File: src/mrs_pkg.sv
// Constants, field positions, reset values and state type of the reset sequencer.
// Assumes a single 50 MHz system clock and an APB register port with 8-bit addresses.
package mrs_pkg;

  // ---------------------------------------------------------------------------
  // Timing
  // ---------------------------------------------------------------------------
  localparam int CLK_MHZ = 50;
  localparam int SST_PULSES = 1024;
  localparam logic [10:0] SST_LAST = 11'(SST_PULSES - 1);
  localparam int WDT_BASE_DEFAULT = 1024;
  localparam int WDT_CW = 18;

  // ---------------------------------------------------------------------------
  // Register byte offsets
  // ---------------------------------------------------------------------------
  localparam logic [7:0] OFS_CTRL = 8'h00;
  localparam logic [7:0] OFS_STATUS = 8'h04;
  localparam logic [7:0] OFS_WDT_SCALE = 8'h08;
  localparam logic [7:0] OFS_IRQ_CTRL = 8'h0c;
  localparam logic [7:0] OFS_PORT_A_DATA = 8'h10;
  localparam logic [7:0] OFS_PORT_A_DIR = 8'h14;
  localparam logic [7:0] OFS_PORT_B_DATA = 8'h18;
  localparam logic [7:0] OFS_PORT_B_DIR = 8'h1c;
  localparam logic [7:0] OFS_PWM_CTRL = 8'h20;
  localparam logic [7:0] OFS_EV_STATUS = 8'h24;
  localparam logic [7:0] OFS_EV_MASK = 8'h28;

  // ---------------------------------------------------------------------------
  // Reset values
  // ---------------------------------------------------------------------------
  localparam logic [7:0] CTRL_RST = 8'h01;
  localparam logic [7:0] WDT_SCALE_RST = 8'h07;
  localparam logic [6:0] IRQ_CTRL_RST = 7'h00;
  localparam logic [7:0] PORT_A_RST = 8'hff;
  localparam logic [3:0] PORT_B_RST = 4'hf;
  localparam logic [7:0] PWM_CTRL_RST = 8'h00;
  localparam logic [7:0] PWM_CTRL_DEF = 8'h8d;

  // ---------------------------------------------------------------------------
  // Field positions
  // ---------------------------------------------------------------------------
  localparam int CTRL_WDT_EN = 0;
  localparam int ST_TO = 0;
  localparam int ST_PDF = 1;
  localparam int ST_HALTED = 2;
  localparam int ST_BUSY = 3;
  localparam int EV_PIN = 0;
  localparam int EV_WDT = 1;
  localparam int EV_WARM = 2;
  localparam int EV_WAKE = 3;
  localparam int EV_NUM = 4;

  typedef enum logic [1:0] {MRS_SST, MRS_RUN, MRS_HALT, MRS_PIN_HOLD} mrs_state_t;

endpackage : mrs_pkg

File: src/mrs_wdt_if.sv
// Interface between the sequencer and its watchdog timer.
// Assumes both ends run on the same system clock.
`timescale 1ns/100ps
interface mrs_wdt_if;
  logic clear;
  logic enable;
  logic [2:0] scale;
  logic overflow;
  modport ctrl (output clear, output enable, output scale, input overflow);
  modport wdt (input clear, input enable, input scale, output overflow);
endinterface : mrs_wdt_if
File: src/mrs_reset_sequencer.sv
// Reset and start-up sequencer with watchdog, reset-cause flags and register reset states.
// Assumes a 50 MHz ref_clk, power-on reset on reset, an APB master and an asynchronous reset pin.
`timescale 1ns/100ps
module mrs_reset_sequencer
  import mrs_pkg::*;
#(
  parameter int WDT_BASE = WDT_BASE_DEFAULT
) (
  input wire logic ref_clk,
  input wire logic reset,
  input wire logic [7:0] paddr,
  input wire logic psel,
  input wire logic penable,
  input wire logic pwrite,
  input wire logic [31:0] pwdata,
  output logic [31:0] prdata_ff,
  output logic pready_ff,
  output logic pslverr_ff,
  output logic irq_ff,
  input wire logic ext_reset_pin_n,
  input wire logic halt_exec,
  input wire logic clr_wdt_exec,
  input wire logic wake_req,
  output logic core_run_ff,
  output logic pc_sp_clear_ff,
  output logic unit_reset_ff,
  output logic timeout_flag_ff,
  output logic powerdown_flag_ff,
  output logic [7:0] watchdog_scale_ff,
  output logic [6:0] irq_control_ff,
  output logic [7:0] port_a_data_ff,
  output logic [7:0] port_a_dir_ff,
  output logic [3:0] port_b_data_ff,
  output logic [3:0] port_b_dir_ff,
  output logic [7:0] audio_pwm_ctrl_ff
);

  // ---------------------------------------------------------------------------
  // Address decode
  // ---------------------------------------------------------------------------
  function automatic logic reg_mapped(input logic [7:0] a);
    case (a)
      OFS_CTRL, OFS_STATUS, OFS_WDT_SCALE, OFS_IRQ_CTRL, OFS_PORT_A_DATA, OFS_PORT_A_DIR,
      OFS_PORT_B_DATA, OFS_PORT_B_DIR, OFS_PWM_CTRL, OFS_EV_STATUS, OFS_EV_MASK: reg_mapped = 1'b1;
      default: reg_mapped = 1'b0;
    endcase
  endfunction : reg_mapped

  mrs_state_t state_ff;
  mrs_state_t nxt_state;
  logic [10:0] sst_cnt_ff;
  logic sst_after_ff;
  logic pin_s1_ff;
  logic pin_s2_ff;
  logic pin_s3_ff;
  logic pin_low_ff;
  logic [7:0] ctrl_ff;
  logic [EV_NUM-1:0] ev_status_ff;
  logic [EV_NUM-1:0] ev_mask_ff;
  logic wdt_clear_ff;
  logic ev_pin;
  logic ev_wdt_run;
  logic ev_wdt_halt;
  logic ev_wake;
  logic ev_halt;
  logic ev_clrwdt;
  logic chip_reset;
  logic ev_sst_done;
  logic apb_access;
  logic wr_go;
  logic rd_go;
  logic [EV_NUM-1:0] ev_set;
  logic [31:0] rd_mux;

  mrs_wdt_if wdt_bus ();

  assign wdt_bus.clear = wdt_clear_ff;
  assign wdt_bus.enable = ctrl_ff[CTRL_WDT_EN];
  assign wdt_bus.scale = watchdog_scale_ff[2:0];

  mrs_watchdog_timer #(
    .WDT_BASE(WDT_BASE)
  ) u_watchdog_timer (
    .ref_clk(ref_clk),
    .reset(reset),
    .w(wdt_bus.wdt)
  );

  // ---------------------------------------------------------------------------
  // Reset pin synchroniser
  // ---------------------------------------------------------------------------
  always_ff @(posedge ref_clk or posedge reset) begin
    if (reset) begin
      pin_s1_ff <= 1'b1;
      pin_s2_ff <= 1'b1;
      pin_s3_ff <= 1'b1;
      pin_low_ff <= 1'b0;
    end else begin
      pin_s1_ff <= ext_reset_pin_n;
      pin_s2_ff <= pin_s1_ff;
      pin_s3_ff <= pin_s2_ff;
      if (pin_s2_ff == pin_s3_ff) begin
        pin_low_ff <= ~pin_s3_ff;
      end
    end
  end

  // ---------------------------------------------------------------------------
  // Event decode
  // ---------------------------------------------------------------------------
  // Pin outranks watchdog, which outranks halt, wake and clear-watchdog.
  assign ev_pin = pin_low_ff && (state_ff != MRS_PIN_HOLD);
  assign ev_wdt_run = wdt_bus.overflow && !pin_low_ff && (state_ff == MRS_RUN);
  assign ev_wdt_halt = wdt_bus.overflow && !pin_low_ff && (state_ff == MRS_HALT);
  assign ev_wake = wake_req && !wdt_bus.overflow && !pin_low_ff && (state_ff == MRS_HALT);
  assign ev_halt = halt_exec && !wdt_bus.overflow && !pin_low_ff && (state_ff == MRS_RUN);
  assign ev_clrwdt = clr_wdt_exec && !halt_exec && !wdt_bus.overflow && !pin_low_ff && (state_ff == MRS_RUN);
  assign chip_reset = ev_pin || ev_wdt_run;
  assign ev_sst_done = (state_ff == MRS_SST) && (sst_cnt_ff == SST_LAST) && !pin_low_ff;

  // ---------------------------------------------------------------------------
  // Sequencer state
  // ---------------------------------------------------------------------------
  always_comb begin
    nxt_state = state_ff;
    case (state_ff)
      MRS_SST: begin
        if (ev_pin) begin
          nxt_state = MRS_PIN_HOLD;
        end else if (ev_sst_done) begin
          nxt_state = MRS_RUN;
        end
      end
      MRS_RUN: begin
        if (ev_pin) begin
          nxt_state = MRS_PIN_HOLD;
        end else if (ev_wdt_run) begin
          nxt_state = MRS_RUN;
        end else if (ev_halt) begin
          nxt_state = MRS_HALT;
        end
      end
      MRS_HALT: begin
        if (ev_pin) begin
          nxt_state = MRS_PIN_HOLD;
        end else if (ev_wdt_halt || ev_wake) begin
          nxt_state = MRS_SST;
        end
      end
      MRS_PIN_HOLD: begin
        if (!pin_low_ff) begin
          nxt_state = sst_after_ff ? MRS_SST : MRS_RUN;
        end
      end
      default: begin
        nxt_state = MRS_SST;
      end
    endcase
  end

  // Power-up starts in the start-up delay, inside the reset period.
  always_ff @(posedge ref_clk or posedge reset) begin
    if (reset) begin
      state_ff <= MRS_SST;
    end else begin
      state_ff <= nxt_state;
    end
  end

  always_ff @(posedge ref_clk or posedge reset) begin
    if (reset) begin
      sst_cnt_ff <= '0;
    end else if (state_ff == MRS_SST && nxt_state == MRS_SST) begin
      sst_cnt_ff <= sst_cnt_ff + 11'h001;
    end else begin
      sst_cnt_ff <= '0;
    end
  end

  // A pin reset taken while halted or still starting up wakes through the delay.
  always_ff @(posedge ref_clk or posedge reset) begin
    if (reset) begin
      sst_after_ff <= 1'b0;
    end else if (ev_pin) begin
      sst_after_ff <= (state_ff != MRS_RUN);
    end
  end

  // ---------------------------------------------------------------------------
  // Core and unit controls
  // ---------------------------------------------------------------------------
  always_ff @(posedge ref_clk or posedge reset) begin
    if (reset) begin
      core_run_ff <= 1'b0;
      pc_sp_clear_ff <= 1'b1;
      unit_reset_ff <= 1'b1;
    end else begin
      core_run_ff <= (nxt_state == MRS_RUN) && !chip_reset;
      pc_sp_clear_ff <= chip_reset || ev_wdt_halt || (state_ff == MRS_PIN_HOLD);
      unit_reset_ff <= chip_reset || (state_ff == MRS_PIN_HOLD);
    end
  end

  always_ff @(posedge ref_clk or posedge reset) begin
    if (reset) begin
      wdt_clear_ff <= 1'b1;
    end else begin
      // Counting resumes the cycle after a chip reset ends, or after the start-up delay when MRS_SST follows.
      wdt_clear_ff <= chip_reset || ev_halt || ev_clrwdt || ev_wdt_halt || (nxt_state == MRS_PIN_HOLD)
        || (nxt_state == MRS_SST);
    end
  end

  // ---------------------------------------------------------------------------
  // Reset cause flags
  // ---------------------------------------------------------------------------
  always_ff @(posedge ref_clk or posedge reset) begin
    if (reset) begin
      timeout_flag_ff <= 1'b0;
      powerdown_flag_ff <= 1'b0;
    end else if (ev_pin && state_ff == MRS_HALT) begin
      timeout_flag_ff <= 1'b0;
      powerdown_flag_ff <= 1'b1;
    end else if (ev_wdt_run) begin
      timeout_flag_ff <= 1'b1;
    end else if (ev_wdt_halt) begin
      timeout_flag_ff <= 1'b1;
      powerdown_flag_ff <= 1'b1;
    end else if (ev_halt) begin
      timeout_flag_ff <= 1'b0;
      powerdown_flag_ff <= 1'b1;
    end else if (ev_clrwdt) begin
      powerdown_flag_ff <= 1'b0;
    end
  end

  // ---------------------------------------------------------------------------
  // APB slave
  // ---------------------------------------------------------------------------
  assign apb_access = psel && penable && !pready_ff;
  assign wr_go = psel && penable && pready_ff && pwrite;
  assign rd_go = psel && penable && pready_ff && !pwrite;

  always_comb begin
    rd_mux = '0;
    case (paddr)
      OFS_CTRL: rd_mux[7:0] = ctrl_ff;
      OFS_STATUS: begin
        rd_mux[ST_TO] = timeout_flag_ff;
        rd_mux[ST_PDF] = powerdown_flag_ff;
        rd_mux[ST_HALTED] = (state_ff == MRS_HALT);
        rd_mux[ST_BUSY] = (state_ff == MRS_SST) || (state_ff == MRS_PIN_HOLD);
      end
      OFS_WDT_SCALE: rd_mux[7:0] = watchdog_scale_ff;
      OFS_IRQ_CTRL: rd_mux[6:0] = irq_control_ff;
      OFS_PORT_A_DATA: rd_mux[7:0] = port_a_data_ff;
      OFS_PORT_A_DIR: rd_mux[7:0] = port_a_dir_ff;
      OFS_PORT_B_DATA: rd_mux[3:0] = port_b_data_ff;
      OFS_PORT_B_DIR: rd_mux[3:0] = port_b_dir_ff;
      OFS_PWM_CTRL: rd_mux[7:0] = audio_pwm_ctrl_ff;
      OFS_EV_STATUS: rd_mux[EV_NUM-1:0] = ev_status_ff;
      OFS_EV_MASK: rd_mux[EV_NUM-1:0] = ev_mask_ff;
      default: rd_mux = '0;
    endcase
  end

  // One wait state: data and error are registered in the first access cycle.
  always_ff @(posedge ref_clk or posedge reset) begin
    if (reset) begin
      pready_ff <= 1'b0;
      pslverr_ff <= 1'b0;
      prdata_ff <= '0;
    end else begin
      pready_ff <= apb_access;
      pslverr_ff <= apb_access && !reg_mapped(paddr);
      if (apb_access && !pwrite) begin
        prdata_ff <= rd_mux;
      end
    end
  end

  // ---------------------------------------------------------------------------
  // Software registers
  // ---------------------------------------------------------------------------
  always_ff @(posedge ref_clk or posedge reset) begin
    if (reset) begin
      watchdog_scale_ff <= WDT_SCALE_RST;
      irq_control_ff <= IRQ_CTRL_RST;
      port_a_data_ff <= PORT_A_RST;
      port_a_dir_ff <= PORT_A_RST;
      port_b_data_ff <= PORT_B_RST;
      port_b_dir_ff <= PORT_B_RST;
    end else if (chip_reset || state_ff == MRS_PIN_HOLD) begin
      // Interrupts off and ports back to input mode; a warm reset skips this.
      watchdog_scale_ff <= WDT_SCALE_RST;
      irq_control_ff <= IRQ_CTRL_RST;
      port_a_data_ff <= PORT_A_RST;
      port_a_dir_ff <= PORT_A_RST;
      port_b_data_ff <= PORT_B_RST;
      port_b_dir_ff <= PORT_B_RST;
    end else if (wr_go) begin
      case (paddr)
        OFS_WDT_SCALE: watchdog_scale_ff <= pwdata[7:0];
        OFS_IRQ_CTRL: irq_control_ff <= pwdata[6:0];
        OFS_PORT_A_DATA: port_a_data_ff <= pwdata[7:0];
        OFS_PORT_A_DIR: port_a_dir_ff <= pwdata[7:0];
        OFS_PORT_B_DATA: port_b_data_ff <= pwdata[3:0];
        OFS_PORT_B_DIR: port_b_dir_ff <= pwdata[3:0];
        default: begin
        end
      endcase
    end
  end

  // Only power-on touches the PWM control; every other reset keeps it.
  always_ff @(posedge ref_clk or posedge reset) begin
    if (reset) begin
      audio_pwm_ctrl_ff <= PWM_CTRL_RST;
    end else if (wr_go && paddr == OFS_PWM_CTRL) begin
      audio_pwm_ctrl_ff <= pwdata[7:0] & PWM_CTRL_DEF;
    end
  end

  always_ff @(posedge ref_clk or posedge reset) begin
    if (reset) begin
      ctrl_ff <= CTRL_RST;
      ev_mask_ff <= '0;
    end else if (wr_go) begin
      if (paddr == OFS_CTRL) begin
        ctrl_ff <= pwdata[7:0];
      end
      if (paddr == OFS_EV_MASK) begin
        ev_mask_ff <= pwdata[EV_NUM-1:0];
      end
    end
  end

  // ---------------------------------------------------------------------------
  // Event status and interrupt
  // ---------------------------------------------------------------------------
  assign ev_set[EV_PIN] = ev_pin;
  assign ev_set[EV_WDT] = ev_wdt_run;
  assign ev_set[EV_WARM] = ev_wdt_halt;
  assign ev_set[EV_WAKE] = ev_sst_done;

  // A read clears only the bits it returned, and a new event wins over the clear.
  for (genvar i = 0; i < EV_NUM; i++) begin : g_ev
    always_ff @(posedge ref_clk or posedge reset) begin
      if (reset) begin
        ev_status_ff[i] <= 1'b0;
      end else if (ev_set[i]) begin
        ev_status_ff[i] <= 1'b1;
      end else if (rd_go && paddr == OFS_EV_STATUS && prdata_ff[i]) begin
        ev_status_ff[i] <= 1'b0;
      end
    end
  end

  always_ff @(posedge ref_clk or posedge reset) begin
    if (reset) begin
      irq_ff <= 1'b0;
    end else begin
      irq_ff <= |(ev_status_ff & ev_mask_ff);
    end
  end

endmodule : mrs_reset_sequencer

File: src/mrs_watchdog_timer.sv
// Watchdog timer: base period times a power-of-two scale, one-cycle overflow pulse.
// Assumes clear is a level from the sequencer and scale is the low three bits of the scale register.
`timescale 1ns/100ps
module mrs_watchdog_timer
  import mrs_pkg::*;
#(
  parameter int WDT_BASE = WDT_BASE_DEFAULT
) (
  input wire logic ref_clk,
  input wire logic reset,
  mrs_wdt_if.wdt w
);

  logic [WDT_CW-1:0] cnt_ff;
  logic ovf_ff;
  logic [WDT_CW-1:0] limit;

  assign limit = (WDT_CW'(WDT_BASE) << w.scale) - WDT_CW'(1);
  assign w.overflow = ovf_ff;

  // ---------------------------------------------------------------------------
  // Counter
  // ---------------------------------------------------------------------------
  always_ff @(posedge ref_clk or posedge reset) begin
    if (reset) begin
      cnt_ff <= '0;
      ovf_ff <= 1'b0;
    end else if (w.clear || !w.enable) begin
      cnt_ff <= '0;
      ovf_ff <= 1'b0;
    end else if (cnt_ff >= limit) begin
      // Greater-or-equal also catches a count already past a newly lowered limit.
      cnt_ff <= '0;
      ovf_ff <= 1'b1;
    end else begin
      cnt_ff <= cnt_ff + WDT_CW'(1);
      ovf_ff <= 1'b0;
    end
  end

endmodule : mrs_watchdog_timer

File: config.mk
export PLATFORM = sky130hd
export DESIGN_NAME = mrs_reset_sequencer
export DESIGN_NICKNAME = d
export VERILOG_FILES = /design/src/mrs_pkg.sv /design/src/mrs_wdt_if.sv /design/src/mrs_reset_sequencer.sv /design/src/mrs_watchdog_timer.sv
export SDC_FILE = /design/constraint.sdc
export NUM_CORES = 1
export LEC_CHECK = 0
export BUFFER_PORTS_ARGS = -buffer_cell sky130_fd_sc_hd__buf_2
export CAP_MARGIN = 10
export CORE_ASPECT_RATIO = 0.8
export CORE_MARGIN = 1.5
export CORE_UTILIZATION = 35
export CTS_BUF_LIST = sky130_fd_sc_hd__clkbuf_4 sky130_fd_sc_hd__clkbuf_8 sky130_fd_sc_hd__clkbuf_16
export DETAILED_ROUTE_END_ITERATION = 10
export PLACE_DENSITY_LB_ADDON = 0.3
export SLEW_MARGIN = 20
export SYNTH_ARGS = -nofsm -noshare
export SYNTH_HDL_FRONTEND = slang
export SYNTH_HIERARCHICAL = 1
export SYNTH_SLANG_ARGS = --single-unit
File: constraint.sdc
create_clock -name ref_clk -period 4.3 [get_ports ref_clk]
set_input_delay 0.86 -clock ref_clk [delete_from_list [all_inputs] [get_ports ref_clk]]
set_output_delay 0.86 -clock ref_clk [all_outputs]
set_load 0.05 [all_outputs]
Word-level counts from Yosys, hierarchy flattened
Cells that the tools add are included.
{"block": "classes", "add_sub_neg": 3, "n_lt_le_gt_ge": 1, "eq_ne": 20, "shift": 1, "mux": 54, "bitwise_logic": 2, "n_reduce_logical": 79}
{"operator": "$mux 8", "count": 9}
{"operator": "$pmux 4 s11", "count": 1}
{"operator": "$mux 18", "count": 2}
{"operator": "$eq 8x5->1 const B", "count": 4}
{"operator": "$logic_and 1x1->1", "count": 32}
{"operator": "$eq 8x6->1 const B", "count": 3}
{"operator": "$mux 4", "count": 6}
{"operator": "$reduce_bool 2->1", "count": 11}
{"operator": "$mux 1", "count": 21}
{"operator": "$mux 7", "count": 3}
{"operator": "$add 18x1->18 const B", "count": 1}
{"operator": "$ge 18x18->1", "count": 1}
{"operator": "$reduce_and 2->1", "count": 9}
{"operator": "$shl 11x3->18 const A", "count": 1}
{"operator": "$sub 18x2->18 const B", "count": 1}
{"operator": "$eq 8x4->1 const B", "count": 2}
{"operator": "$mux 2", "count": 8}
{"operator": "$pmux 3 s5", "count": 1}
{"operator": "$logic_or 1x1->1", "count": 12}
{"operator": "$add 11x1->11 const B", "count": 1}
{"operator": "$eq 11x10->1 const B", "count": 1}
{"operator": "$mux 11", "count": 1}
{"operator": "$reduce_or 11->1", "count": 1}
{"operator": "$eq 8x3->1 const B", "count": 1}
{"operator": "other kinds (14)", "count": 27}
{"block": "word_totals", "register_bits": 113, "inputBits": 49, "output_inout_bits": 87, "elab_cells": 192}

Longest topological paths before layout
{"block": "logic_depth", "ltp_word": 11, "ltp_mapped": 14, "mapped_depth_nobuf": 11}

By module
The synthesis kept the hierarchy.
{"mod": "mrs_reset_sequencer", "n_inst": 1, "cells_each": 500, "area_each_um2": 5121.2}
{"mod": "mrs_watchdog_timer", "n_inst": 1, "cells_each": 137, "area_each_um2": 1233.7}

Least setup slack after synthesis
OpenSTA, ideal clock, no wires.
{"block": "synth_path", "kind": "register to register", "start": "register watchdog_scale_ff[1]", "end": "register u_watchdog_timer.cnt_ff[10]", "setup_time_ns": 0.086, "arrival_time_ns": 2.888, "required_time_ns": 4.214, "path_slack_ns": 1.326, "path_stages_with_launch": 14, "n_path_buf": 3, "cell_sequence": "dfstp_2 nor2_1 nand2_1 ha_1 clkbuf_1 xor2_1 nor2_1 a21oi_1 ha_1 a21o_1 a221o_1 clkbuf_1 clkbuf_1 nor3_1"}
{"block": "synth_between", "elab_chain_len": 5}
{"element": "start: declaration", "line": "mrs_reset_sequencer.sv:29", "rtl": "output logic [7:0] watchdog_scale_ff,"}
{"element": "start signal: assignment", "line": "mrs_reset_sequencer.sv:303", "rtl": "OFS_WDT_SCALE: watchdog_scale_ff <= pwdata[7:0];"}
{"element": "$shl 11x3->18", "line": "mrs_watchdog_timer.sv:18", "rtl": "assign limit = (WDT_CW'(WDT_BASE) << w.scale) - WDT_CW'(1);"}
{"element": "$sub 18x2->18", "line": "mrs_watchdog_timer.sv:18"}
{"element": "$ge 18x18->1", "line": "mrs_watchdog_timer.sv:31", "rtl": "end else if (cnt_ff >= limit) begin"}
{"element": "$mux 18", "line": "mrs_watchdog_timer.sv:31"}
{"element": "$mux 18", "line": "mrs_watchdog_timer.sv:28", "rtl": "end else if (w.clear || !w.enable) begin"}
{"element": "end signal: assignment", "line": "mrs_watchdog_timer.sv:36", "rtl": "cnt_ff <= cnt_ff + WDT_CW'(1);"}
{"element": "end: declaration", "line": "mrs_watchdog_timer.sv:14", "rtl": "logic [WDT_CW-1:0] cnt_ff;"}
Every way passes these cells.
A chain may end at the register's enable or synchronous reset.

Final worst setup path
{"block": "layout_path", "start": "register watchdog_scale_ff[0]", "end": "register u_watchdog_timer.cnt_ff[14]"}
The elaborated chain is that of the path after synthesis.

==> flow_metrics.tcl <==
set metrics [dict create \
    multi_input_comb_area_um2 3126 \
    rsz0062_at_grt "false" \
    yosys_most_used_dff "dfrtp_1" \
    cts_buffers 17 \
    finalSetupViolations 0 \
    slowest_delay_ns 0.56 \
    slew_headroom_pct 37.78 \
    clock-root-buffer "clkbuf_16" \
    diodes 0 \
    avgSynthCellArea_um2 9.976 \
    drv_slew 0 \
    setup_tns_ns 0 \
    grt_start_max_net_pins 76 \
    async_flop_share_pct 100.0 \
    fin_crit_sh_pct 71.89 \
    io_buffer_count 83 \
    final_antenna_net_count 0 \
    gr-total-overflow 0 \
    netlist_area_um2 6355 \
    die_y_um 123.5 \
    die_area_um2 18980 \
    clk_pin_slew_worst_paths_ns 0.06 \
    cellLeakagePower_nw 3.144 \
    post-cts-setup-buffers 0 \
    arrival_ns 3.34 \
    cp-start-kind "flip-flop" \
    routed_wl_mm 16.67 \
    endpoint_kind "flip-flop" \
    grt_pass1_vias 4650 \
    yosysMostFrequentCell "dfrtp_1" \
    initial_core_util_pct 36.23 \
    rows 43 \
    yosysWarnings 6 \
    synth_seq_cells 113 \
    endpoint "u_watchdog_timer/cnt_ff[14]$_DFF_PP0_" \
    total_power_mw 3.134 \
    synthCells 637 \
    fin_nets 776 \
    drv_cap 0 \
    areaGrowthSynthToFinish_pct 16.32 \
    path_delay_family "simple AND/OR/NAND/NOR gates" \
    max_slew.worst_pin.slew_ns 0.9333 \
    coreArea_um2 17540 \
    max_freq_mhz 323.5 \
    layout_setup_ws_ns 1.209 \
    cp.depth 10 \
    rrSetupSlack_ns 1.21 \
    rr_endpoint "u_watchdog_timer/cnt_ff[14]$_DFF_PP0_" \
    skew_ns 0.01040 \
    cts_sinks 113 \
    synth.lib_cells_used.distinct 71 \
    crit_type "flip-flop to flip-flop" \
    yosys-top-cells-area "dfrtp_1, dfstp_2, mux2i_1" \
    vias 5053 \
    fin_cells 949 \
    htree_levels 4 \
    netlist.area_leader.share_pct 31.11 \
    worst_path_most_repeated_cell "ha_1" \
    required_ns 4.55 \
    status "complete, no violations" \
    crit_start "watchdog_scale_ff[0]$_DFFE_PP1P_" \
    drt_iter0_drc 300 \
    clock_latency_ns 0.42 \
    synth-edff-count 0 \
    clk_path_buf_depth 2 \
    drive_gt1_share_pct 28.04 \
    powerDensity_nw_per_um2 424.0 \
    synth_commonest_cells "dfrtp_1, nand2_1, nor2_1, dfstp_2, nand3_1" \
    seqCellArea_um2 2870 \
    cts_resized 0 \
    hold_class "flip-flop to flip-flop" \
    dp_slack_ns 1.256 \
    fin_hold_ws_ns 0.3594 \
    io_pins 136 \
    ys_seq_area_share_pct 45.17 \
    yosysTopAreaCell "dfrtp_1" \
    fp.dieW_um 153.7 \
    crit_chain "or3_1, ha_1, xor2_1, nor2_1, a21oi_1, ha_1, nand3_1, nor4_1, a21o_1, nor3_1" \
    n_fill_cell 1694 \
    crit_buf_inv 0 \
    cts_tree "yes" \
    dp_hpwl_mm 11.74 \
    grt_usage_pct 17.95 \
    routedWlPerCell_um 17.57 \
    final_hold_viol_count 0 \
    ctsHoldBuffers 0 \
    antenna_found_initial 0 \
    r2r-start "watchdog_scale_ff[0]$_DFFE_PP1P_" \
    ir_worst_vdd_mv 0.2132 \
    critPathSlowestCell "a21o_1" \
    routed_via_density 5.325 \
    cp_max_fo 18 \
    grt_pass1_wl_mm 25.94 \
    drt-pass1-iter-count 5 \
    dp.cells 917 \
    drc 0 \
    layout_min_cycle_time_ns 3.091 \
    reg2reg_depth 10 \
    place_congestion 0.8745 \
]
==> layer usage <==
layer	up-vias	part of all wire, %	track usage [%]
met5	-	0	0
met3	17	7.1	4.206
met4	0	1.4	5.218
met2	196	43	25.82
met1	2479	48	26.66
li1	2361	-	-
==> stage by stage <==
stage                     util, %  instance area (um^2)
after detailed placement    38.84                  6812
after global routing        42.15                  7392
after global placement      38.84                  6812
after CTS                   42.15                  7392
after floorplan                 -                  6456
final                       42.15                  7392
==> report_power, final <==
part           total, mW  switching [mW]  internal (mW)
clock               1.39           0.522          0.863
combinational      0.600           0.418          0.182
sequential          1.15          0.0352           1.11
total               3.13           0.976           2.16
==> logic make-up (layout without fill, tap and decap cells) <==
logic type | count (synthesis) | in the layout | share of synthesized area, %
other | 2 | 29 | 0.1182
xor gates and xnor gates | 24 | 24 | 3.308
muxes | 53 | 53 | 8.939
and+or+nand+nor | 246 | 246 | 20.34
AOI/OAI and AO/OA | 102 | 102 | 11.54
buffers and inverters | 81 | 141 | 7.442
adders and majority gates | 16 | 16 | 3.150
DFF | 113 | 113 | 45.17
==> area by class of cell <==
type                       count  share of cell area (%)
sequential                   113                   38.83
timing repair buffer          88                   6.127
tap                          225                   3.808
clock buffer                  18                   5.941
clock inverter                14                   1.913
inverter                      21                   1.100
multi-input combinational    470                   42.28
==> placed cells by master (no fill, tap or decap), types with 4 or more instances in the layout <==
cell / n
nor2_2: 4
nor2_1: 40
a21oi_1: 13
mux2_2: 20
mux2i_1: 32
nor2b_1: 11
a32oi_1: 6
clkinvlp_4: 4
nor4_1: 7
nor2_4: 4
a22oi_1: 11
nand2_1: 73
xnor2_1: 15
clkinv_2: 5
inv_1: 20
a211oi_1: 6
a21o_1: 10
nand3_1: 33
and3_1: 6
buf_2: 83
clkbuf_16: 17
or3_1: 4
o22ai_1: 5
dfstp_2: 34
buf_4: 5
dfrtp_1: 79
o21ai_0: 25
nor3_1: 27
conb_1: 29
ha_1: 16
xor2_1: 9
nand4_1: 7
==> registers in the layout (all words and copies together) (netlist names), 2 cells and up <==
name,count
watchdog_scale_ff,8
irq_control_ff,7
port_b_data_ff,4
ev_mask_ff,4
port_b_dir_ff,4
port_a_data_ff,8
state_ff,2
ev_status_ff,4
u_watchdog_timer/cnt_ff,18
ctrl_ff,8
audio_pwm_ctrl_ff,4
prdata_ff,8
sst_cnt_ff,11
port_a_dir_ff,8
==> worst min path at each step <==
| stage | startpoint | to | slack (ns) | cells past startpoint |
|---|---|---|---|---|
| floorplan | pin_s1_ff$_DFF_PP1_ | pin_s2_ff$_DFF_PP1_ | 0.35 | 0 |
| detailed placement | pin_s1_ff$_DFF_PP1_ | pin_s2_ff$_DFF_PP1_ | 0.35 | 0 |
| global placement | pin_s1_ff$_DFF_PP1_ | pin_s2_ff$_DFF_PP1_ | 0.35 | 0 |
| finish | pin_s1_ff$_DFF_PP1_ | pin_s2_ff$_DFF_PP1_ | 0.36 | 0 |
| global route | pin_s1_ff$_DFF_PP1_ | pin_s2_ff$_DFF_PP1_ | 0.36 | 0 |
| CTS | pin_s1_ff$_DFF_PP1_ | pin_s2_ff$_DFF_PP1_ | 0.36 | 0 |
Note: power is estimated with default switching activity, not from simulation.
